`src/vtsb_pkg.sv`:
```
// Purpose: shared constants, types and register layout of the voltage target slew and blanking
//          core
// Assumes: pclk at 20 MHz; one code step is 12.5 mV; voltages are held in units of 0.1 mV
// Notes:   every pclk cycle count is derived here from its time in ns or us
package vtsb_pkg;

  // clock
  localparam int unsigned CLK_PERIOD_NS = 50;
  // one code step of 12.5 mV per us at the nominal rate setting
  localparam int unsigned NORM_STEP_NS  = 1000;
  localparam logic [15:0] RATE_DEFAULT  = 16'(NORM_STEP_NS / CLK_PERIOD_NS);
  // fast exit: at least 50 mV/us, so a step may take at most 250 ns (rounded down)
  localparam int unsigned FAST_STEP_NS  = 250;
  localparam int unsigned FAST_STEP_CYC = (FAST_STEP_NS / CLK_PERIOD_NS) < 1 ? 1 :
                                          (FAST_STEP_NS / CLK_PERIOD_NS);
  // soft-start/stop run at 1/8 and slow exit at 1/4 of the programmed rate
  localparam int unsigned SOFT_DIV_SHIFT = 3;
  localparam int unsigned SLOW_DIV_SHIFT = 2;
  localparam int unsigned STEP_W         = 19;
  // blanking after a transition: at least 20 us (rounded up)
  localparam int unsigned BLANK_TIME_US = 20;
  localparam int unsigned BLANK_CYCLES  = (BLANK_TIME_US * 1000 + CLK_PERIOD_NS - 1) /
                                          CLK_PERIOD_NS;
  // phase-good held off for this many phase-2 switching cycles
  localparam logic [5:0]  PHASE_SETTLE_CYCLES = 6'h20;

  // code table: 1.5000 V at code 0, falling 12.5 mV per code, upper four bits all ones -> 0 V
  localparam int unsigned VID_W      = 7;
  localparam logic [15:0] V_TOP_0P1MV = 16'h3A98;
  localparam logic [15:0] V_LSB_0P1MV = 16'h007D;
  localparam logic [3:0]  ZERO_PREFIX = 4'hF;
  localparam logic [6:0]  CODE_OFF    = 7'h7F;

  // register byte offsets
  localparam logic [7:0] REG_CTRL     = 8'h00;
  localparam logic [7:0] REG_RATE     = 8'h04;
  localparam logic [7:0] REG_STATUS   = 8'h08;
  localparam logic [7:0] REG_IRQ_STAT = 8'h0C;
  localparam logic [7:0] REG_IRQ_EN   = 8'h10;
  localparam logic [7:0] REG_IRQ_CLR  = 8'h14;
  localparam int unsigned IRQ_N       = 4;

  // operating modes
  typedef enum logic [2:0] {
    VTSB_OFF, VTSB_SOFT_START, VTSB_ACTIVE, VTSB_SLEEP, VTSB_FAST_EXIT, VTSB_SOFT_STOP
  } vtsb_mode_t;

  // analog comparator results, synchronous to pclk
  typedef struct packed {
    logic out_above_target;  // output still above the internal target
    logic out_below_low;     // output under the lower good threshold
    logic out_above_high;    // output over the upper good threshold
    logic phase_fault;       // phase current imbalance seen
  } vtsb_sense_t;

  // gate drive pair of one phase
  typedef struct packed {
    logic high;
    logic low;
  } vtsb_gate_t;

  // open-drain pin: o is the level driven while oe is high
  typedef struct packed {
    logic o;
    logic oe;
  } vtsb_od_t;

  // status register layout
  typedef struct packed {
    logic [17:0] unused;
    vtsb_mode_t  mode;
    logic        blank_over;
    logic        phase2_on;
    logic        skip;
    logic        slew_done;
    logic [6:0]  target_code;
  } vtsb_status_t;

  // interrupt bit layout
  typedef struct packed {
    logic pgood_fail;
    logic fast_exit;
    logic sleep_enter;
    logic slew_done;
  } vtsb_irq_t;

endpackage

```
`src/vtsb_slew.sv`:
```
// Purpose: slewed target code register, one code step per rate tick toward the goal
// Assumes: step_cycles is at least one
// Notes:   a larger code is a lower voltage; direction only matters for the sign of the step
`timescale 1ns/1ps
module vtsb_slew
  import vtsb_pkg::*;
(
  input  wire logic                pclk,
  input  wire logic                presetn,
  input  wire logic [6:0]          goal_code,
  input  wire logic [STEP_W-1:0]   step_cycles,
  output logic      [6:0]          target_code,
  output logic                     done
);

  typedef struct packed {
    logic [6:0]        code;  // slewed target
    logic [STEP_W-1:0] cnt;   // cycles into the current step
  } vtsb_slew_st_t;

  vtsb_slew_st_t s_reg;
  vtsb_slew_st_t s_next;

  // next step: count the tick, then move one code toward the goal
  always_comb begin
    s_next = s_reg;
    if (s_reg.code == goal_code) begin
      s_next.cnt = '0;
    end else if (s_reg.cnt >= step_cycles - STEP_W'(1)) begin
      s_next.cnt  = '0;
      s_next.code = (goal_code > s_reg.code) ? s_reg.code + 7'h01 : s_reg.code - 7'h01;
    end else begin
      s_next.cnt = s_reg.cnt + STEP_W'(1);
    end
  end

  // register the state; the target starts at the zero-volt code
  always_ff @(posedge pclk or negedge presetn) begin
    if (!presetn) begin
      s_reg <= '{code: CODE_OFF, cnt: '0};
    end else begin
      s_reg <= s_next;
    end
  end

  assign target_code = s_reg.code;
  assign done        = (s_reg.code == goal_code);

endmodule // vtsb_slew

```
`src/vtsb_blank.sv`:
```
// Purpose: post-transition blanking timer
// Assumes: restart is a one-cycle pulse at each new transition
// Notes:   counts only while run is high, so it starts when the target arrives
`timescale 1ns/1ps
module vtsb_blank
  import vtsb_pkg::*;
#(
  parameter int unsigned CYCLES = BLANK_CYCLES
)(
  input  wire logic pclk,
  input  wire logic presetn,
  input  wire logic restart,
  input  wire logic run,
  output logic      expired
);

  typedef struct packed {
    logic [15:0] cnt;      // cycles since the target arrived
    logic        expired;  // interval over
  } vtsb_blank_st_t;

  vtsb_blank_st_t s_reg;
  vtsb_blank_st_t s_next;

  always_comb begin
    s_next = s_reg;
    if (restart) begin
      s_next = '{cnt: '0, expired: 1'b0};
    end else if (run && !s_reg.expired) begin
      s_next.cnt = s_reg.cnt + 16'h0001;
      if (s_reg.cnt == 16'(CYCLES - 1)) begin
        s_next.expired = 1'b1;
      end
    end
  end

  // state register; after reset everything counts as blanked
  always_ff @(posedge pclk or negedge presetn) begin
    if (!presetn) begin
      s_reg <= '{cnt: '0, expired: 1'b0};
    end else begin
      s_reg <= s_next;
    end
  end

  assign expired = s_reg.expired;

endmodule // vtsb_blank

```
`src/vtsb_core.sv`:
```
// Purpose: target voltage sequencing, slew control and output blanking of a dual-phase
//          step-down controller
// Assumes: all pin and comparator inputs are synchronous to pclk; APB slave, no wait states
// Notes:   open-drain pins come out as level plus enable; the board resolves the wire
`timescale 1ns/1ps
module vtsb_core
  import vtsb_pkg::*;
#(
  parameter int unsigned BLANK_CYC = BLANK_CYCLES
)(
  input  wire logic                 pclk,
  input  wire logic                 presetn,
  // APB slave
  input  wire logic                 psel,
  input  wire logic                 penable,
  input  wire logic                 pwrite,
  input  wire logic [7:0]           paddr,
  input  wire logic [31:0]          pwdata,
  output logic      [31:0]          prdata,
  output logic                      pready,
  output logic                      pslverr,
  // processor pins
  input  wire logic [6:0]           voltage_id_bits,
  input  wire logic                 deep_sleep_request,
  input  wire logic                 slow_exit_request,
  input  wire logic                 power_state_select_n,
  // comparators and phase-2 modulator
  input  wire vtsb_pkg::vtsb_sense_t sense,
  input  wire vtsb_pkg::vtsb_gate_t  phase2_pwm,
  // phase-2 gate drive
  output logic                      phase2_high_gate,
  output logic                      phase2_low_gate,
  // regulation status
  output logic                      skip_mode,
  output logic      [6:0]           target_code,
  output logic      [15:0]          target_level,
  // open-drain outputs and interrupt
  output vtsb_pkg::vtsb_od_t        power_good_out,
  output vtsb_pkg::vtsb_od_t        clock_enable_out_n,
  output vtsb_pkg::vtsb_od_t        phase_ok_out,
  output logic                      irq
);

  import vtsb_pkg::*;

  // whole module state
  typedef struct packed {
    vtsb_mode_t  mode;        // operating mode
    logic        enable;      // software on/off
    logic [15:0] rate;        // cycles per code step at normal rate
    vtsb_irq_t   irq_stat;    // sticky events
    vtsb_irq_t   irq_en;      // event enables
    logic [31:0] rdata;       // read data captured in setup
    logic        dsr_prev;    // sleep request one cycle ago
    logic        psi_prev;    // power state input one cycle ago
    logic        pwm_prev;    // phase-2 high gate one cycle ago
    logic [5:0]  psettle;     // phase-2 cycles left before phase-good may report
    logic [6:0]  goal_prev;   // goal of the previous cycle
    logic        done_prev;   // slew completion one cycle ago
    logic        fail_prev;   // power-good failure one cycle ago
    logic        hg;          // registered phase-2 gates
    logic        lg;
    logic [15:0] level;       // registered target voltage
    vtsb_od_t    pg;          // registered open-drain outputs
    vtsb_od_t    ck;
    vtsb_od_t    po;
  } vtsb_core_st_t;

  vtsb_core_st_t s_reg;
  vtsb_core_st_t s_next;

  logic [6:0]        goal;         // code the slewer heads for
  logic [STEP_W-1:0] step_cyc;     // active cycles per step
  logic [6:0]        tcode;        // slewed target
  logic              slew_done;    // target at goal
  logic              blank_over;   // 20 us after arrival elapsed
  logic              restart;      // new transition begins
  logic              skip;         // pulse-skipping active
  logic              p2_on;        // phase 2 allowed to switch
  logic              dsr_rise;     // sleep request edges
  logic              dsr_fall;
  logic              lower_en;     // lower threshold checked
  logic              upper_en;     // upper threshold checked
  logic              fail;         // power-good check fails
  logic              po_blank;     // phase-good blanked
  logic              access;       // APB access phase
  logic              mapped;       // address decodes
  vtsb_irq_t         ev;           // events this cycle
  vtsb_irq_t         clr;          // clear strobe bits
  vtsb_status_t      status;       // status word

  function automatic logic [15:0] code_level(input logic [6:0] c);
    logic [15:0] v;
    v = V_TOP_0P1MV - 16'(c * V_LSB_0P1MV);
    if (c[6:3] == ZERO_PREFIX) begin
      v = '0;
    end
    return v;
  endfunction

  // goal and step rate per mode
  always_comb begin
    goal     = voltage_id_bits;
    step_cyc = STEP_W'(s_reg.rate);
    case (s_reg.mode)
      VTSB_OFF: begin
        goal = CODE_OFF;
      end
      VTSB_SOFT_START: begin
        step_cyc = STEP_W'(s_reg.rate) << SOFT_DIV_SHIFT;
      end
      VTSB_SOFT_STOP: begin
        goal     = CODE_OFF;
        step_cyc = STEP_W'(s_reg.rate) << SOFT_DIV_SHIFT;
      end
      VTSB_SLEEP: begin
        if (slow_exit_request) begin
          step_cyc = STEP_W'(s_reg.rate) << SLOW_DIV_SHIFT;
        end
      end
      VTSB_FAST_EXIT: begin
        step_cyc = STEP_W'(FAST_STEP_CYC);
      end
      default: begin
        step_cyc = STEP_W'(s_reg.rate);
      end
    endcase
    if (step_cyc == '0) begin
      step_cyc = STEP_W'(1);
    end
  end

  vtsb_slew u_slew (
    .pclk        (pclk),
    .presetn     (presetn),
    .goal_code   (goal),
    .step_cycles (step_cyc),
    .target_code (tcode),
    .done        (slew_done)
  );

  // one blanking timer for all transitions
  vtsb_blank #(
    .CYCLES (BLANK_CYC)
  ) u_blank (
    .pclk    (pclk),
    .presetn (presetn),
    .restart (restart),
    .run     (slew_done && s_reg.mode != VTSB_FAST_EXIT),
    .expired (blank_over)
  );

  assign dsr_rise = deep_sleep_request && !s_reg.dsr_prev;
  assign dsr_fall = !deep_sleep_request && s_reg.dsr_prev;
  assign access   = psel && penable;

  // address decode
  always_comb begin
    if (paddr == REG_CTRL) begin
      mapped = 1'b1;
    end else if (paddr == REG_RATE) begin
      mapped = 1'b1;
    end else if (paddr == REG_STATUS) begin
      mapped = 1'b1;
    end else if (paddr == REG_IRQ_STAT) begin
      mapped = 1'b1;
    end else if (paddr == REG_IRQ_EN) begin
      mapped = 1'b1;
    end else if (paddr == REG_IRQ_CLR) begin
      mapped = 1'b1;
    end else begin
      mapped = 1'b0;
    end
  end

  // mode derived controls; soft start and stop always force PWM on both phases
  always_comb begin
    skip  = (s_reg.mode == VTSB_SLEEP) || (s_reg.mode == VTSB_FAST_EXIT);
    p2_on = (s_reg.mode == VTSB_SOFT_START) || (s_reg.mode == VTSB_SOFT_STOP) ||
            ((s_reg.mode == VTSB_ACTIVE) && power_state_select_n);
    lower_en = blank_over;
    // upper check only in forced PWM
    upper_en = blank_over && !skip;
    fail     = (lower_en && sense.out_below_low) || (upper_en && sense.out_above_high);
    po_blank = !blank_over || deep_sleep_request || !p2_on || (s_reg.psettle != '0) ||
               (power_state_select_n && !s_reg.psi_prev);
  end

  // main next-state process
  always_comb begin
    s_next  = s_reg;
    restart = 1'b0;
    ev      = '0;
    clr     = '0;

    // mode sequencing
    case (s_reg.mode)
      VTSB_OFF: begin
        if (s_reg.enable) begin
          s_next.mode = VTSB_SOFT_START;
        end
      end
      VTSB_SOFT_START: begin
        if (!s_reg.enable) begin
          s_next.mode = VTSB_SOFT_STOP;
        end else if (slew_done) begin
          s_next.mode = deep_sleep_request ? VTSB_SLEEP : VTSB_ACTIVE;
        end
      end
      VTSB_ACTIVE: begin
        if (!s_reg.enable) begin
          s_next.mode = VTSB_SOFT_STOP;
        end else if (dsr_rise) begin
          s_next.mode    = VTSB_SLEEP;
          ev.sleep_enter = 1'b1;
        end
      end
      VTSB_SLEEP: begin
        if (!s_reg.enable) begin
          s_next.mode = VTSB_SOFT_STOP;
        end else if (dsr_fall) begin
          if (sense.out_above_target) begin
            s_next.mode  = VTSB_FAST_EXIT;
            ev.fast_exit = 1'b1;
          end else begin
            s_next.mode = VTSB_ACTIVE;
          end
        end
      end
      VTSB_FAST_EXIT: begin
        if (!s_reg.enable) begin
          s_next.mode = VTSB_SOFT_STOP;
        end else if (dsr_rise) begin
          s_next.mode    = VTSB_SLEEP;
          ev.sleep_enter = 1'b1;
        end else if (!sense.out_above_target) begin
          s_next.mode = VTSB_ACTIVE;
        end
      end
      VTSB_SOFT_STOP: begin
        if (s_reg.enable) begin
          s_next.mode = VTSB_SOFT_START;
        end else if (slew_done) begin
          s_next.mode = VTSB_OFF;
        end
      end
      default: begin
        s_next.mode = VTSB_OFF;
      end
    endcase

    if ((goal != s_reg.goal_prev) || (s_next.mode != s_reg.mode)) begin
      restart = 1'b1;
    end

    if (power_state_select_n && !s_reg.psi_prev) begin
      s_next.psettle = PHASE_SETTLE_CYCLES;
    end else if (phase2_pwm.high && !s_reg.pwm_prev && s_reg.psettle != '0) begin
      s_next.psettle = s_reg.psettle - 6'h01;
    end

    s_next.hg    = phase2_pwm.high && p2_on;
    s_next.lg    = phase2_pwm.low && p2_on;
    s_next.level = code_level(tcode);

    // open-drain pins; off pulls power-good and phase-good low, clock enable released
    if (s_reg.mode == VTSB_OFF) begin
      s_next.pg = '{o: 1'b0, oe: 1'b1};
      s_next.ck = '{o: 1'b0, oe: 1'b0};
      s_next.po = '{o: 1'b0, oe: 1'b1};
    end else begin
      s_next.pg = '{o: 1'b0, oe: blank_over && fail};
      s_next.ck = '{o: 1'b0, oe: blank_over && !fail};
      s_next.po = '{o: 1'b0, oe: !po_blank && sense.phase_fault};
    end

    // events
    ev.slew_done  = slew_done && !s_reg.done_prev;
    ev.pgood_fail = fail && !s_reg.fail_prev && (s_reg.mode != VTSB_OFF);

    // APB setup phase captures read data so it comes from a flop
    if (psel && !penable) begin
      s_next.rdata = '0;
      if (paddr == REG_CTRL) begin
        s_next.rdata = 32'(s_reg.enable);
      end else if (paddr == REG_RATE) begin
        s_next.rdata = 32'(s_reg.rate);
      end else if (paddr == REG_STATUS) begin
        s_next.rdata = status;
      end else if (paddr == REG_IRQ_STAT) begin
        s_next.rdata = 32'(s_reg.irq_stat);
      end else if (paddr == REG_IRQ_EN) begin
        s_next.rdata = 32'(s_reg.irq_en);
      end
    end

    // APB writes in the access phase; read-only words ignore writes
    if (access && pwrite) begin
      if (paddr == REG_CTRL) begin
        s_next.enable = pwdata[0];
      end else if (paddr == REG_RATE) begin
        s_next.rate = pwdata[15:0];
      end else if (paddr == REG_IRQ_EN) begin
        s_next.irq_en = vtsb_irq_t'(pwdata[IRQ_N-1:0]);
      end else if (paddr == REG_IRQ_CLR) begin
        clr = vtsb_irq_t'(pwdata[IRQ_N-1:0]);
      end
    end
    // a new event wins over a clear in the same cycle
    s_next.irq_stat = (s_reg.irq_stat & ~clr) | ev;

    s_next.dsr_prev  = deep_sleep_request;
    s_next.psi_prev  = power_state_select_n;
    s_next.pwm_prev  = phase2_pwm.high;
    s_next.goal_prev = goal;
    s_next.done_prev = slew_done;
    s_next.fail_prev = fail;
  end

  // status word
  always_comb begin
    status             = '0;
    status.target_code = tcode;
    status.slew_done   = slew_done;
    status.skip        = skip;
    status.phase2_on   = p2_on;
    status.blank_over  = blank_over;
    status.mode        = s_reg.mode;
  end

  // state register
  always_ff @(posedge pclk or negedge presetn) begin
    if (!presetn) begin
      s_reg           <= '0;
      s_reg.mode      <= VTSB_OFF;
      s_reg.rate      <= RATE_DEFAULT;
      s_reg.goal_prev <= CODE_OFF;
      s_reg.done_prev <= 1'b1;
      s_reg.psi_prev  <= 1'b1;
      s_reg.pg        <= '{o: 1'b0, oe: 1'b1};
      s_reg.po        <= '{o: 1'b0, oe: 1'b1};
    end else begin
      s_reg <= s_next;
    end
  end

  // outputs
  assign prdata             = s_reg.rdata;
  assign pready             = 1'b1;
  assign pslverr            = access && !mapped;
  assign phase2_high_gate   = s_reg.hg;
  assign phase2_low_gate    = s_reg.lg;
  assign skip_mode          = skip;
  assign target_code        = tcode;
  assign target_level       = s_reg.level;
  assign power_good_out     = s_reg.pg;
  assign clock_enable_out_n = s_reg.ck;
  assign phase_ok_out       = s_reg.po;
  assign irq                = |(s_reg.irq_stat & s_reg.irq_en);

endmodule // vtsb_core

```
`config.mk`:
```
export PLATFORM = sky130hd
export DESIGN_NAME = vtsb_core
export DESIGN_NICKNAME = d
export VERILOG_FILES = /design/src/vtsb_pkg.sv /design/src/vtsb_slew.sv /design/src/vtsb_blank.sv /design/src/vtsb_core.sv
export SDC_FILE = /design/constraint.sdc
export NUM_CORES = 1
export LEC_CHECK = 0
export ABC_AREA = 1
export BUFFER_PORTS_ARGS = -buffer_cell sky130_fd_sc_hd__buf_2
export CORE_ASPECT_RATIO = 1.25
export CORE_UTILIZATION = 49
export CTS_CLUSTER_DIAMETER = 40
export CTS_CLUSTER_SIZE = 12
export DETAILED_ROUTE_END_ITERATION = 10
export GPL_TIMING_DRIVEN = 0
export PLACE_DENSITY = 0.8
export SYNTH_ARGS = -nofsm -noshare
export SYNTH_HDL_FRONTEND = slang
export SYNTH_HIERARCHICAL = 1
export SYNTH_SLANG_ARGS = --single-unit
```
`constraint.sdc`:
```
create_clock -name pclk -period 8.3 [get_ports pclk]
set_input_delay 0.415 -clock pclk [delete_from_list [all_inputs] [get_ports pclk]]
set_output_delay 0.415 -clock pclk [all_outputs]
set_load 0.03 [all_outputs]
```
==> flow_metrics.env <==
export IMPL_worstSetupPathType="reg2reg"
export IMPL_ant_nets=0
export IMPL_floorplan_rows=58
export IMPL_clockBufferDepth=2
export IMPL_pwr_share_seq_pct=23.8
export IMPL_largest_reg_flops=46
export IMPL_synth_adder_area_share_pct=13.5
export IMPL_htreeDepth=4
export IMPL_synth_top_family_by_area="simple AND/OR/NAND/NOR gates"
export IMPL_avgSynthCellArea_um2=7.47
export IMPL_r2r_cells=16
export IMPL_max_freq_mhz=226
export IMPL_wl_met2_um=12100
export IMPL_swShare_pct=42.7
export IMPL_tns_ps=0
export IMPL_wl_met1_um=10700
export IMPL_muxShareOfSynthArea_pct=0
export IMPL_cp_top_family="adder cells"
export IMPL_yosys_top_cells_area="dfrtp_1 26%, nand2_1 11%, ha_1 9.7%"
export IMPL_status="finished, final reports clean"
export IMPL_p_per_area_nw_per_um2=282
export IMPL_netSwitchingPower_mw=1.40
export IMPL_antenna_found_initial=0
export IMPL_dr_wl_met3_um=1390
export IMPL_synth_common_cells="294 x nand2_1, 191 x inv_1, 156 x nor2_1, 105 x dfrtp_1, 100 x nand3_1"
export IMPL_start_util_pct=50.0
export IMPL_portBuffers=90
export IMPL_io_pins=128
export IMPL_hp_class="in2reg"
export IMPL_r2r_start="u_slew/target_code[0]"
export IMPL_postCtsResizedCells=0
export IMPL_hpwlAfterDp_um=19500
export IMPL_synth_compound_area_share_pct=7.68
export IMPL_reg2reg_to="target_level[10]"
export IMPL_synth_simple_gate_area_share_pct=30.7
export IMPL_grt_pass1_vias=8756
export IMPL_finalCritPeriodShare_pct=53.3
export IMPL_insertion_delay_ps=430
export IMPL_slew_violations=0
export IMPL_grt_overflow=0
export IMPL_die_h_um=162
export IMPL_holdPathStages=1
export IMPL_yosys_warnings=6
export IMPL_grt_max_degree=97
export IMPL_ff2ff_setup_slack_ps=3880
export IMPL_globalplace_congestion=0.922
export IMPL_num_vias=9081
export IMPL_ctsRootBufferMaster="clkbuf_16"
export IMPL_p_comb_share_pct=50.5
export IMPL_arrival_ps=4790
export IMPL_synthArstFlopShare_pct=100
export IMPL_hold_viol=0
export IMPL_core_area_um2=20200
export IMPL_power_frac_clock_pct=25.6
export IMPL_rsz0062_at_grt="no"
export IMPL_vias_per_cell=5.16
export IMPL_ys_seq_area_share_pct=31.3
export IMPL_post_place_cells=1728
export IMPL_ir_worst_vdd_v=0.000141
export IMPL_synth_cells=1349
export IMPL_setup_viol=0
export IMPL_leakagePower_nw=6.17
export IMPL_synth_edf_count=0
export IMPL_path_buf_inv=5
export IMPL_track_usage_pct=25.2
export IMPL_slowest_delay_ps=610
export IMPL_hold_start="power_state_select_n"
export IMPL_start_kind="register"
export IMPL_yosys_area_top_type="dfrtp_1"
export IMPL_wirelength_um=25000
export IMPL_synth_xor_area_share_pct=3.13
export IMPL_synth_most_common_cell="nand2_1"
export IMPL_maxCapViolations=0
export IMPL_diodes=0
export IMPL_clock_sinks=125
export IMPL_whs_ps=95.3
export IMPL_intPower_mw=1.88
export IMPL_crit_chain="buf_4, inv_1, fa_1, inv_1, fa_1, fa_1, fa_1, inv_1, ha_1, nand2_1, inv_1, a21boi_0, o21ai_0, nand2_1, nand2_1, nor2_1"
export IMPL_dieArea_um2=21200
export IMPL_crit_fanout=7
export IMPL_grt_pass1_wl_um=41600
export IMPL_nFillCells=1840
export IMPL_route_detailed_drc=0
export IMPL_clock_skew_ps=6.83
export IMPL_nets=1636
export IMPL_cp_end_kind="register"
export IMPL_cts_tree="built"
export IMPL_post_route_min_period_ps=4420
export IMPL_synth_top_area_share_pct=26.1
export IMPL_synthFlopType="dfrtp_1"
export IMPL_die_w_um=130
export IMPL_final_cells=1761
export IMPL_synth_cell_types=52
export IMPL_numCtsBuffers=17
export IMPL_drive_above_1_share_pct=20.8
export IMPL_required_ps=8670
export IMPL_worstHoldEndpoint="s_reg[40]"
export IMPL_clk_pin_slew_ps=60
export IMPL_syn_cell_area_um2=10100
export IMPL_wl_per_cell_um=14.2
export IMPL_top_layer_used="met4"
export IMPL_crit_slowest_cell="dfstp_2"
export IMPL_area_delta_synth_final_pct=15.5
export IMPL_dr_pass1_iters=7
export IMPL_drt_iter0_markers=813
export IMPL_ys_ff_latch=125
## kinds of logic (layout without fill, tap and decap cells)
logic type               Yosys count  after routing
adder cells (fa/ha/maj)           97             97
AND/OR/NAND/NOR                  667            667
flip-flops                       125            125
buffers and inverters            284            408
XOR/XNOR                          36             36
other                              2             20
AO/OA/AOI/OAI                    138            138
## cell type report
class,count,area [um2],area share [%]
Multi-Input combinational cell,958,5610,48.2
Sequential cell,125,3150,27.1
Inverter,202,766,6.57
Buffer,82,618,5.31
Timing Repair Buffer,92,494,4.24
Clock buffer,19,453,3.89
Tap cell,270,338,2.90
Clock inverter,13,214,1.84
## power by group through the flow
stage | Combinational [mW] | Clock (mW) | Sequential (mW)
floorplan | 1.30 | 0 | 0.779
global placement | 1.58 | 0 | 0.788
detailed placement | 1.64 | 0 | 0.791
CTS | 1.66 | 0.853 | 0.782
global route | 1.89 | 0.877 | 0.795
finish | 1.66 | 0.841 | 0.782
## layout by cell type (no fill, tap or decap), types with 4 or more instances in the layout
cell type,instances
buf_6,8
nor2_2,12
clkbuf_16,17
dfstp_2,20
xor2_1,21
buf_4,66
nand2_4,4
nand4_1,18
nand3b_1,5
o21ai_0,39
inv_2,6
a21oi_1,61
nor2_1,156
o22ai_1,5
fa_1,19
nand2_1,294
nand2_2,18
buf_2,97
clkinvlp_4,5
o21ai_2,5
nor3_1,21
xnor2_1,15
dfrtp_1,105
inv_1,191
o21ai_1,7
nor2_4,9
nand3_2,19
conb_1,20
a21o_1,4
ha_1,78
nand3_1,100
bufinv_16,5
## timing repair
action	in CTS	in global routing
hold buffers	1	0
endpoints found under the setup margin	0	0
setup buffers	0	0
endpoints found under the hold margin	18	0
## per-layer routing
layer | GRT usage, % | vias up
met5 | 0 | -
met1 | 32.1 | 4213
met4 | 11.8 | 0
li1 | - | 4475
met2 | 42.0 | 320
met3 | 3.25 | 73
## worst max path at each step
stage / startpoint / end / slack, ps / cells past startpoint
after floorplan: u_slew/target_code[0] / target_level[10] / 4180 / 15
after global placement: u_slew/target_code[0] / target_level[10] / 4010 / 15
after detailed placement: u_slew/target_code[0] / target_level[10] / 3920 / 16
after CTS: u_slew/target_code[0] / target_level[10] / 3900 / 16
after global routing: s_reg[100] / u_slew/target_code[0] / 3600 / 23
final: u_slew/target_code[0] / target_level[10] / 3880 / 16
## metrics by stage
stage	util, %	power, mW	instance area [um2]	setup WS [ps]
after global placement	54.2	2.37	10900	4010
final	57.7	3.28	11600	3880
after global routing	57.7	3.56	11600	3600
after detailed placement	54.4	2.43	11000	3920
after floorplan	-	2.08	10100	4180
after CTS	57.7	3.29	11600	3900
Power figures use the tool's default switching activity.
